<file path="config.mk">
export PLATFORM = sky130hd
export DESIGN_NAME = deac_top
export DESIGN_NICKNAME = d
export VERILOG_FILES = /design/src/deac_pkg.sv /design/src/deac_byte_array.sv /design/src/deac_top.sv
export SDC_FILE = /design/constraint.sdc
export NUM_CORES = 2
export LEC_CHECK = 0
export ABC_CLOCK_PERIOD_IN_PS = 3700
export BUFFER_PORTS_ARGS = -buffer_cell sky130_fd_sc_hd__buf_2
export CAP_MARGIN = 20
export CORE_MARGIN = 3
export CORE_UTILIZATION = 40
export CTS_CLUSTER_SIZE = 8
export DETAILED_ROUTE_END_ITERATION = 6
export HOLD_SLACK_MARGIN = 0.03
export SYNTH_ARGS = -nofsm -noshare
export SYNTH_HDL_FRONTEND = slang
export SYNTH_SLANG_ARGS = --single-unit
</file>
<file path="constraint.sdc">
create_clock -name pclk -period 3.7 [get_ports pclk]
set_input_delay 0.37 -clock pclk [delete_from_list [all_inputs] [get_ports pclk]]
set_output_delay 0.37 -clock pclk [all_outputs]
set_load 0.005 [all_outputs]
</file>
<file path="src/deac_pkg.sv">
// package for the data eeprom access controller: register map, field
// positions, timing counts and the state carriers.
// assumes a 50 MHz pclk and an apb slave with 8-bit byte addresses.
//
// Behaviour
// reset during write leaves abort flag set
// 8-bit address selects one of 256 bytes
// bit 7 picks data array or program flash
// bit 6 routes operations to configuration space
// write permit clear after power-up inhibits writes
// abort flag set at start, cleared at finish
// write start settable only, hardware clears it
// completion sets done flag until software clears
// read start ignored when flash or config selected
// read completes in one cycle, bit cleared
// data register holds read byte until overwritten
// unlock key port has no storage, reads zero
// row erase bit makes next write erase block
// abort keeps both space select bits unchanged
// byte write erases then programs, self-timed
// flash writes also need the unlock sequence
// control bits reset as documented, bit 5 zero
// software loads address, clears select, sets read
// write needs 55h then 0AAh then write start
// write start needs permit set beforehand
// control, address, data frozen during write
// data array writes blocked during power-up timer
// write duration is a parameterised cycle counter

package deac_pkg;

  // ****************************************
  // register map (byte addresses)
  // ****************************************
  localparam logic [7:0] CTRL_OFF   = 8'h00;
  localparam logic [7:0] KEY_OFF    = 8'h04;
  localparam logic [7:0] ADDR_OFF   = 8'h08;
  localparam logic [7:0] DATA_OFF   = 8'h0C;
  localparam logic [7:0] IRQF_OFF   = 8'h10;
  localparam logic [7:0] IRQE_OFF   = 8'h14;
  localparam logic [7:0] IRQP_OFF   = 8'h18;

  // ****************************************
  // field positions
  // ****************************************
  localparam int CB_PSEL    = 7;
  localparam int CB_CFG     = 6;
  localparam int CB_ERASE   = 4;
  localparam int CB_ABORT   = 3;
  localparam int CB_PERMIT  = 2;
  localparam int CB_WR      = 1;
  localparam int CB_RD      = 0;
  localparam int IRQ_BIT    = 4;

  // ****************************************
  // widths, keys and reset values
  // ****************************************
  localparam int ADDR_W     = 8;
  localparam int DATA_W     = 8;
  localparam int DEPTH      = 256;
  localparam int TPTR_W     = 22;
  localparam int WCNT_W     = 18;
  localparam int PCNT_W     = 12;
  localparam logic [7:0] KEY_FIRST  = 8'h55;
  localparam logic [7:0] KEY_SECOND = 8'hAA;
  localparam logic [7:0] ERASED_BYTE = 8'hFF;

  // ****************************************
  // timing
  // ****************************************
  localparam int CLK_MHZ       = 50;
  localparam int WRITE_TIME_US = 4000;
  localparam int WRITE_CYCLES  = WRITE_TIME_US * CLK_MHZ;
  localparam int PWRT_TIME_US  = 64;
  localparam int PWRT_CYCLES   = PWRT_TIME_US * CLK_MHZ;

  // ****************************************
  // types
  // ****************************************
  typedef enum logic [1:0] {KEY_IDLE, KEY_GOT_FIRST, KEY_ARMED} deac_key_t;
  typedef enum logic [1:0] {TGT_DATA, TGT_FLASH, TGT_CONFIG} deac_target_t;

  typedef struct packed {
    logic psel;
    logic cfg;
    logic erase;
    logic abort;
    logic permit;
    logic wr;
    logic rd;
  } deac_ctrl_t;

  typedef struct packed {
    logic              start;
    logic              row_erase;
    logic              cfg_space;
    logic [TPTR_W-1:0] addr;
    logic [DATA_W-1:0] data;
  } deac_flash_req_t;

  typedef struct packed {
    deac_ctrl_t        ctrl;
    logic [ADDR_W-1:0] addr;
    logic [DATA_W-1:0] data;
    deac_key_t         key;
    logic              busy;
    deac_target_t      tgt;
    logic [WCNT_W-1:0] wcnt;
    logic [PCNT_W-1:0] pcnt;
    logic              pwrt_done;
    logic              done_flag;
    logic              irq_en;
    logic              irq_pri;
    logic              pready;
    logic [31:0]       prdata;
    logic              pslverr;
    deac_flash_req_t   freq;
  } deac_state_t;

  // target space from the two select bits, config wins
  function automatic deac_target_t deac_target_of(input logic psel, input logic cfg);
    if (cfg) begin
      return TGT_CONFIG;
    end
    return psel ? TGT_FLASH : TGT_DATA;
  endfunction

endpackage

</file>
<file path="src/deac_byte_array.sv">
// byte-wide nonvolatile array model held in flip-flops.
// assumes one write strobe per completed write and a combinational read.
`timescale 1ns/1ps
`default_nettype none

module deac_byte_array
  import deac_pkg::*;
(
  input  wire logic              pclk,
  input  wire logic              presetn,
  input  wire logic              we,
  input  wire logic [ADDR_W-1:0] waddr,
  input  wire logic [DATA_W-1:0] wdata,
  input  wire logic [ADDR_W-1:0] raddr,
  output logic      [DATA_W-1:0] rdata
);

  logic [DATA_W-1:0] mem [DEPTH];

  // ****************************************
  // storage cells
  // ****************************************
  // erase and program collapse into one store at the end of the timed cycle
  for (genvar i = 0; i < DEPTH; i++) begin : g_cell
    always_ff @(posedge pclk or negedge presetn) begin
      if (!presetn) begin
        mem[i] <= ERASED_BYTE;
      end else if (we && (waddr == ADDR_W'(i))) begin
        mem[i] <= wdata;
      end
    end
  end

  // read port, indexed by the address register
  assign rdata = mem[raddr];

endmodule

`default_nettype wire

</file>
<file path="src/deac_top.sv">
// data eeprom access controller: apb register slave, unlock sequencing,
// self-timed write engine and request port toward program flash.
// assumes synchronous one-cycle reset pulses for master clear and watchdog,
// and an outside flash engine that follows the request port.
`timescale 1ns/1ps
`default_nettype none

module deac_top
  import deac_pkg::*;
#(
  parameter int WRITE_CNT = WRITE_CYCLES,
  parameter int PWRT_CNT  = PWRT_CYCLES
)
(
  input  wire logic              pclk,
  input  wire logic              presetn,
  input  wire logic              psel,
  input  wire logic              penable,
  input  wire logic              pwrite,
  input  wire logic [7:0]        paddr,
  input  wire logic [31:0]       pwdata,
  output logic      [31:0]       prdata,
  output logic                   pready,
  output logic                   pslverr,
  input  wire logic              master_clear_reset,
  input  wire logic              watchdog_timer_reset,
  input  wire logic [TPTR_W-1:0] table_pointer,
  output logic                   write_done_flag,
  output logic                   write_done_enable,
  output logic                   write_done_priority,
  output logic                   write_busy,
  output deac_flash_req_t        flash_req
);

  // ****************************************
  // state
  // ****************************************
  // one struct holds all state, so reset,
  // soft reset and the write freeze act
  // on a single copy
  deac_state_t       s_reg;
  deac_state_t       s_next;
  logic [DATA_W-1:0] arr_rdata;
  logic              arr_we;

  // ****************************************
  // address decode helper
  // ****************************************
  // a decode used by the error answer only; the read mux decodes paddr itself
  // unmapped offsets answer pslverr, read
  // zero; writes break a key sequence
  function automatic logic deac_mapped(input logic [7:0] a);
    case (a)
      CTRL_OFF, KEY_OFF, ADDR_OFF, DATA_OFF, IRQF_OFF, IRQE_OFF, IRQP_OFF: begin
        return 1'b1;
      end
      default: begin
        return 1'b0;
      end
    endcase
  endfunction

  // read view of the control register, bit 5 reads zero
  function automatic logic [7:0] deac_ctrl_view(input deac_ctrl_t c);
    logic [7:0] v;
    v           = 8'h00;
    v[CB_PSEL]  = c.psel;
    v[CB_CFG]   = c.cfg;
    v[CB_ERASE] = c.erase;
    v[CB_ABORT] = c.abort;
    v[CB_PERMIT]= c.permit;
    v[CB_WR]    = c.wr;
    v[CB_RD]    = c.rd;
    return v;
  endfunction

  // ****************************************
  // array instance
  // ****************************************
  // reads and writes use the address
  // register, frozen while busy, so the
  // store at expiry cannot move
  deac_byte_array u_array (
    .pclk    (pclk),
    .presetn (presetn),
    .we      (arr_we),
    .waddr   (s_reg.addr),
    .wdata   (s_reg.data),
    .raddr   (s_reg.addr),
    .rdata   (arr_rdata)
  );

  // ****************************************
  // next-state logic
  // ****************************************
  logic              apb_setup_done;
  logic              apb_done;
  logic              wr_op;
  logic              soft_rst;
  logic              finish;
  logic [7:0]        wbyte;
  logic [31:0]       rword;
  deac_target_t      new_tgt;
  logic              can_start;

  // write strobe to the array: timer expiry on a data target only
  // a soft reset on the expiry cycle
  // cancels the store
  assign arr_we = s_reg.busy && (s_reg.tgt == TGT_DATA) && finish && !soft_rst;

  // timer expiry, counted from the start of the write
  // counter is zero after the accepting
  // edge, so busy lasts WRITE_CNT cycles;
  // no slower clock needed
  assign finish = s_reg.busy && (s_reg.wcnt == WCNT_W'(WRITE_CNT - 1));

  always_comb begin
    s_next         = s_reg;
    apb_setup_done = psel && penable && !s_reg.pready;
    apb_done       = psel && penable && s_reg.pready;
    wr_op          = apb_done && pwrite;
    soft_rst       = master_clear_reset || watchdog_timer_reset;
    wbyte          = pwdata[7:0];
    rword          = 32'h0000_0000;
    new_tgt        = deac_target_of(wbyte[CB_PSEL], wbyte[CB_CFG]);
    can_start      = 1'b0;

    s_next.freq.start = 1'b0;

    // apb answer: one wait cycle, data and error ready with pready
    // fixed two-cycle access keeps prdata
    // registered, no array-to-bus path;
    // costs one cycle per transfer
    s_next.pready  = apb_setup_done;
    s_next.pslverr = apb_setup_done && !deac_mapped(paddr);
    case (paddr)
      CTRL_OFF: begin
        rword[7:0] = deac_ctrl_view(s_reg.ctrl);
      end
      KEY_OFF: begin
        rword = 32'h0000_0000;
      end
      ADDR_OFF: begin
        rword[7:0] = s_reg.addr;
      end
      DATA_OFF: begin
        rword[7:0] = s_reg.data;
      end
      IRQF_OFF: begin
        rword[IRQ_BIT] = s_reg.done_flag;
      end
      IRQE_OFF: begin
        rword[IRQ_BIT] = s_reg.irq_en;
      end
      IRQP_OFF: begin
        rword[IRQ_BIT] = s_reg.irq_pri;
      end
      default: begin
        rword = 32'h0000_0000;
      end
    endcase
    // zero outside the answer cycle
    s_next.prdata = apb_setup_done ? rword : 32'h0000_0000;

    // power-up timer: data array writes refused until it runs out
    // runs once after presetn only; flash
    // and config are not gated by it
    if (!s_reg.pwrt_done) begin
      s_next.pcnt = s_reg.pcnt + PCNT_W'(1);
      if (s_reg.pcnt == PCNT_W'(PWRT_CNT - 1)) begin
        s_next.pwrt_done = 1'b1;
      end
    end

    // a read started last cycle lands in the data register now
    // byte taken at the address as it
    // stands; the read clears in one cycle
    if (s_reg.ctrl.rd) begin
      s_next.data    = arr_rdata;
      s_next.ctrl.rd = 1'b0;
    end

    // self-timed write engine
    // one counter times every target; erase
    // and program fold into one store
    if (s_reg.busy) begin
      s_next.wcnt = s_reg.wcnt + WCNT_W'(1);
      if (finish) begin
        s_next.busy       = 1'b0;
        s_next.wcnt       = '0;
        s_next.ctrl.wr    = 1'b0;
        s_next.ctrl.abort = 1'b0;
        if (s_reg.tgt != TGT_DATA) begin
          s_next.ctrl.erase = 1'b0;
        end
      end
    end

    // ****************************************
    // register writes
    // ****************************************
    // acts only on the pready edge, so a
    // stalled master applies nothing twice
    if (wr_op) begin
      // any write other than to the key port breaks the unlock order
      if (paddr != KEY_OFF) begin
        s_next.key = KEY_IDLE;
      end
      case (paddr)
        CTRL_OFF: begin
          if (!s_reg.busy) begin
            s_next.ctrl.psel   = wbyte[CB_PSEL];
            s_next.ctrl.cfg    = wbyte[CB_CFG];
            s_next.ctrl.erase  = wbyte[CB_ERASE];
            s_next.ctrl.permit = wbyte[CB_PERMIT];
            // read start only on the data array
            if (wbyte[CB_RD] && (new_tgt == TGT_DATA)) begin
              s_next.ctrl.rd = 1'b1;
            end
            // write start: needs permit from an earlier write and the key
            // old permit, not the new byte: one
            // write cannot both permit and start;
            // power-up gate holds data targets only
            can_start = s_reg.ctrl.permit && (s_reg.key == KEY_ARMED) &&
                        ((new_tgt != TGT_DATA) || s_reg.pwrt_done);
            if (wbyte[CB_WR]) begin
              if (can_start) begin
                s_next.ctrl.wr    = 1'b1;
                s_next.ctrl.abort = 1'b1;
                s_next.busy       = 1'b1;
                s_next.wcnt       = '0;
                s_next.tgt        = new_tgt;
                // pointer and data as they stand;
                // the flash engine latches on start
                if (new_tgt != TGT_DATA) begin
                  s_next.freq.start     = 1'b1;
                  s_next.freq.cfg_space = (new_tgt == TGT_CONFIG);
                  s_next.freq.row_erase = wbyte[CB_ERASE];
                  s_next.freq.addr      = table_pointer;
                  s_next.freq.data      = s_reg.data;
                end
              end else if (s_reg.ctrl.permit) begin
                // improper attempt with permit set is flagged
                s_next.ctrl.abort = 1'b1;
              end
            end
          end
        end
        KEY_OFF: begin
          // the key port keeps no value, only the sequence position
          // a wrong byte drops to idle; 55h
          // always restarts the sequence
          if (wbyte == KEY_FIRST) begin
            s_next.key = KEY_GOT_FIRST;
          end else if ((wbyte == KEY_SECOND) && (s_reg.key == KEY_GOT_FIRST)) begin
            s_next.key = KEY_ARMED;
          end else begin
            s_next.key = KEY_IDLE;
          end
        end
        ADDR_OFF: begin
          if (!s_reg.busy) begin
            s_next.addr = wbyte;
          end
        end
        DATA_OFF: begin
          if (!s_reg.busy) begin
            s_next.data = wbyte;
          end
        end
        // only bit 4 lives here; the other
        // bits belong to other blocks
        IRQF_OFF: begin
          s_next.done_flag = wbyte[IRQ_BIT];
        end
        IRQE_OFF: begin
          s_next.irq_en = wbyte[IRQ_BIT];
        end
        IRQP_OFF: begin
          s_next.irq_pri = wbyte[IRQ_BIT];
        end
        default: begin
          s_next.key = KEY_IDLE;
        end
      endcase
    end

    // enable and priority are plain bits
    // for the outside interrupt controller
    // completion sets the done flag; placed after the register writes so a set beats a clear
    if (finish && !soft_rst) begin
      s_next.done_flag = 1'b1;
    end

    // ****************************************
    // master clear and watchdog reset
    // ****************************************
    // applied last, so it beats any control
    // or key write or start in the same cycle
    // the abort flag and both select bits are left as they are, so a cut
    // write stays visible and its target traceable
    if (soft_rst) begin
      s_next.busy        = 1'b0;
      s_next.wcnt        = '0;
      s_next.key         = KEY_IDLE;
      s_next.ctrl.wr     = 1'b0;
      s_next.ctrl.rd     = 1'b0;
      s_next.ctrl.erase  = 1'b0;
      s_next.ctrl.permit = 1'b0;
      s_next.ctrl.abort  = s_reg.ctrl.abort;
      s_next.ctrl.psel   = s_reg.ctrl.psel;
      s_next.ctrl.cfg    = s_reg.ctrl.cfg;
      s_next.freq.start  = 1'b0;
    end
  end

  // ****************************************
  // state register
  // ****************************************
  // undefined power-on bits come up as zero here
  // presetn also restarts the power-up timer
  always_ff @(posedge pclk or negedge presetn) begin
    if (!presetn) begin
      s_reg <= '0;
    end else begin
      s_reg <= s_next;
    end
  end

  // ****************************************
  // outputs, all straight from the state register
  // ****************************************
  // no logic between state and pins:
  // outputs are glitch free
  assign prdata              = s_reg.prdata;
  assign pready              = s_reg.pready;
  assign pslverr             = s_reg.pslverr;
  assign write_done_flag     = s_reg.done_flag;
  assign write_done_enable   = s_reg.irq_en;
  assign write_done_priority = s_reg.irq_pri;
  assign write_busy          = s_reg.busy;
  assign flash_req           = s_reg.freq;

endmodule

`default_nettype wire

</file>
==> impl_metrics.py <==
metrics = {
    "routing": {
        "drtPass1Iterations": 6,
        "drc": 0,
        "viasPerCell": 5.874,
        "drtIter0Drc": 5031,
        "drtAntennaViolNets": 0,
        "vias": 61156,
        "wirelength_um": 285000,
        "drt-wirelength-per-cell_um": 27.37,
    },
    "floorplan": {
        "fp.dieArea_um2": 257100,
        "start_util": 0.4031,
        "rows": 183,
        "die_w_um": 507.1,
        "boundaryPins": 140,
        "die_y_um": 507.1,
        "coreArea_um2": 249100,
    },
    "worst_setup_path": {
        "startpoint_type": "flip-flop",
        "crit_type": "flip-flop to flip-flop",
        "cp_top_family": "compound AO/OA/AOI/OAI gates",
        "required_ns": 4.50,
        "cpPeakStageDelay_ns": 0.59,
        "endpoint_kind": "flip-flop",
        "worst_path_max_delay_cell": "dfrtp_4",
        "worstPathMaxFanout": 32,
        "worstPathArrival_ns": 4.45,
        "path_common_cell": "buf_4",
        "cp_num_buf_inv": 4,
        "path_cells": "buf_4 -> buf_12 -> buf_16 -> mux4_2 -> a22oi_1 -> a21oi_1 -> o41ai_2 -> buf_4 -> a41oi_1 -> o22a_1",
    },
    "synthesis": {
        "yosys_warnings": 0,
        "ys_ff_latch": 2153,
        "synth-main-ff-cell": "dfstp_2",
        "async_flop_share": 1.000,
        "netlist_instances": 6731,
        "yosysSeqAreaShare": 0.5620,
        "synth_edf_count": 0,
        "syn-cell-area_um2": 100400,
        "synth.distinct_cells": 60,
        "avgSynthCellArea_um2": 14.92,
    },
    "power_and_ir_drop": {
        "vdd_drop_max_v": 0.0003807,
        "p_per_area_nw_per_um2": 429.6,
        "p_leak_uw": 0.04609,
    },
    "finish": {
        "instances_no_fill": 10411,
        "fillers": 21676,
        "final_common_cell": "dfstp_2",
        "drive_gt1_frac": 0.7192,
        "synthToLayoutAreaGrowth_pct": 15.55,
        "largest_reg_flops": 2048,
        "final_nets": 7104,
        "fin_area_um2": 116000,
        "layout_common_cells": "dfstp_2 (2048), mux2_2 (1452), o21ai_0 (712)",
    },
    "clock_network": {
        "clock_latency_ns": 0.92,
        "clk_pin_slew_worst_paths_ns": 0.05,
        "cts_tree": "built",
        "cts.htree.levels": 5,
        "cts_made_buffers": 320,
        "numClockSinks": 2153,
        "clock_path_buffers": 4,
        "cts_root_buffer": "clkbuf_16",
    },
    "sta": {
        "layout_min_cycle_time_ns": 3.649,
        "slew_violations": 0,
        "fin_crit_sh": 0.9861,
        "setup_tns_ns": 0,
        "worstMarginPinSlew_ns": 1.054,
        "clock_skew_ns": 0.06448,
        "relSlewSlack": 0.2973,
        "final_hold_viol_count": 0,
        "setup_violations": 0,
        "timing.fmax_mhz": 274.1,
        "rsz0062_at_grt": "false",
    },
    "place": {
        "portBuffers": 91,
        "gp_congestion": 0.8731,
        "dpl_cell_area_um2": 106900,
        "hpwl_um": 178000,
        "placedCellCount": 9977,
    },
    "min_path": {
        "min_path_type": "input port to flip-flop",
    },
    "global_routing": {
        "antenna_found_initial": 9,
        "grt_pass1_wl_um": 429600,
        "grt_overflow": 0,
        "grt_pass1_vias": 64760,
        "gr-usage-all-layers": 0.2202,
        "grt_start_max_net_pins": 174,
    },
    "job": {
        "drv_cap": 0,
    },
    "outcome": {
        "outcome": "finished clean",
    },
}
-- worst min-delay path, delay by kind of cell --
kind	cells	cell delay, ns
multiplexers	1	0.21
AND/OR/NAND/NOR	3	0.36
buffers and inverters	1	0.07
-- logic make-up after synthesis --
| group | synth area share |
|---|---|
| flops | 0.5620 |
| mux | 0.3106 |
| buf+inv | 0.02705 |
| xor+xnor | 0.002355 |
| compound gates | 0.06707 |
| fa+ha+maj | 0.0002491 |
| simple gates | 0.03070 |
| other cells | 0.00003734 |
-- path summary, 6_finish.rpt --
check	startpoint	endpoint	slack [ns]	cells after the start
setup / recovery	s_reg[114]$_DFFE_PN0P_	s_reg[107]$_DFF_PN0_	0.05	10
hold / removal	paddr[6]	write_done_enable$_DFFE_PN0P_	0.14	5
setup reg to reg	s_reg[114]$_DFFE_PN0P_	s_reg[107]$_DFF_PN0_	0.05	10
hold reg to reg	s_reg[77]$_DFFE_PN0N_	s_reg[77]$_DFFE_PN0N_	0.47	1
max in group asynchronous	presetn	s_reg[110]$_DFF_PN0_	2.30	3
min in group asynchronous	presetn	u_array.mem[3]$_DFFE_PN1P_	0.34	2
-- per-stage QoR --
| step | total power (uW) | util | hold WS (ns) | setup slack (ns) |
|---|---|---|---|---|
| after floorplan | 24120 | - | 0.07441 | 0.5718 |
| after global placement | 24730 | 0.4292 | 0.3923 | -0.2456 |
| after global routing | 51570 | 0.4658 | 0.1118 | 0.001032 |
| after detailed placement | 24750 | 0.4292 | 0.3939 | -0.2683 |
| after CTS | 50520 | 0.4651 | 0.06139 | 0.03312 |
| final | 49850 | 0.4658 | 0.1359 | 0.05141 |
-- area by class of cell --
type	instances	area, um2	share of cell area
diodes	6	15.01	0.0001294
clock buffers	354	8262	0.07119
clock inverters	10	97.59	0.0008410
inverters	15	56.30	0.0004852
multi-input cells	3965	41600	0.3585
flip-flops and latches	2153	56480	0.4867
well taps	3330	4167	0.03590
repair buffers	578	5370	0.04628
-- what timing repair did --
| action | 4_1_cts | 5_1_grt |
|---|---|---|
| pin swaps | 0 | 1 |
| setup endpoints to repair | 3 | 34 |
| hold buffers | 55 | 0 |
| endpoints found under the hold margin | 171 | 0 |
| setup buffers | 0 | 8 |
| resized for setup | 4 | 10 |
-- synth_stat cells (9+ instances only) --
cell type / n / area share
dfstp_2: 2048 / 0.54
mux2_2: 1452 / 0.16
o21ai_0: 712 / 0.035
mux4_2: 512 / 0.11
clkbuf_1: 450 / 0.017
mux2_1: 291 / 0.033
a22oi_1: 262 / 0.020
nand2_1: 155 / 0.0058
a21oi_1: 135 / 0.0067
dfrtp_1: 105 / 0.026
buf_1: 79 / 0.0030
buf_4: 68 / 0.0051
nor2_2: 62 / 0.0039
nor2_1: 53 / 0.0020
nand2_2: 40 / 0.0025
o41ai_1: 32 / 0.0028
nor2_8: 30 / 0.0060
nand3_1: 24 / 0.0012
buf_2: 17 / 0.00085
inv_1: 15 / 0.00056
xnor2_1: 15 / 0.0013
nor2b_1: 14 / 0.00087
o21ai_1: 14 / 0.00070
nor3_1: 12 / 0.00060
xor2_1: 12 / 0.0010
nor2_4: 10 / 0.0011
nand4_1: 9 / 0.00056
-- layer usage --
| layer | global-route usage | vias up | share of wire |
|---|---|---|---|
| met2 | 0.3503 | 1973 | 0.47 |
| met3 | 0.04210 | 554 | 0.062 |
| met5 | 0.001667 | - | 0.000056 |
| met4 | 0.08993 | 2 | 0.042 |
| met1 | 0.2963 | 33086 | 0.42 |
| li1 | - | 25541 | - |
-- power by group --
part | leakage [uW] | internal (uW) | switching (uW)
sequential | 0.0225 | 23700 | 9.52
combinational | 0.0195 | 152 | 596
clock | 0.00410 | 15500 | 9910
Note: power is estimated with default switching activity, not from simulation.
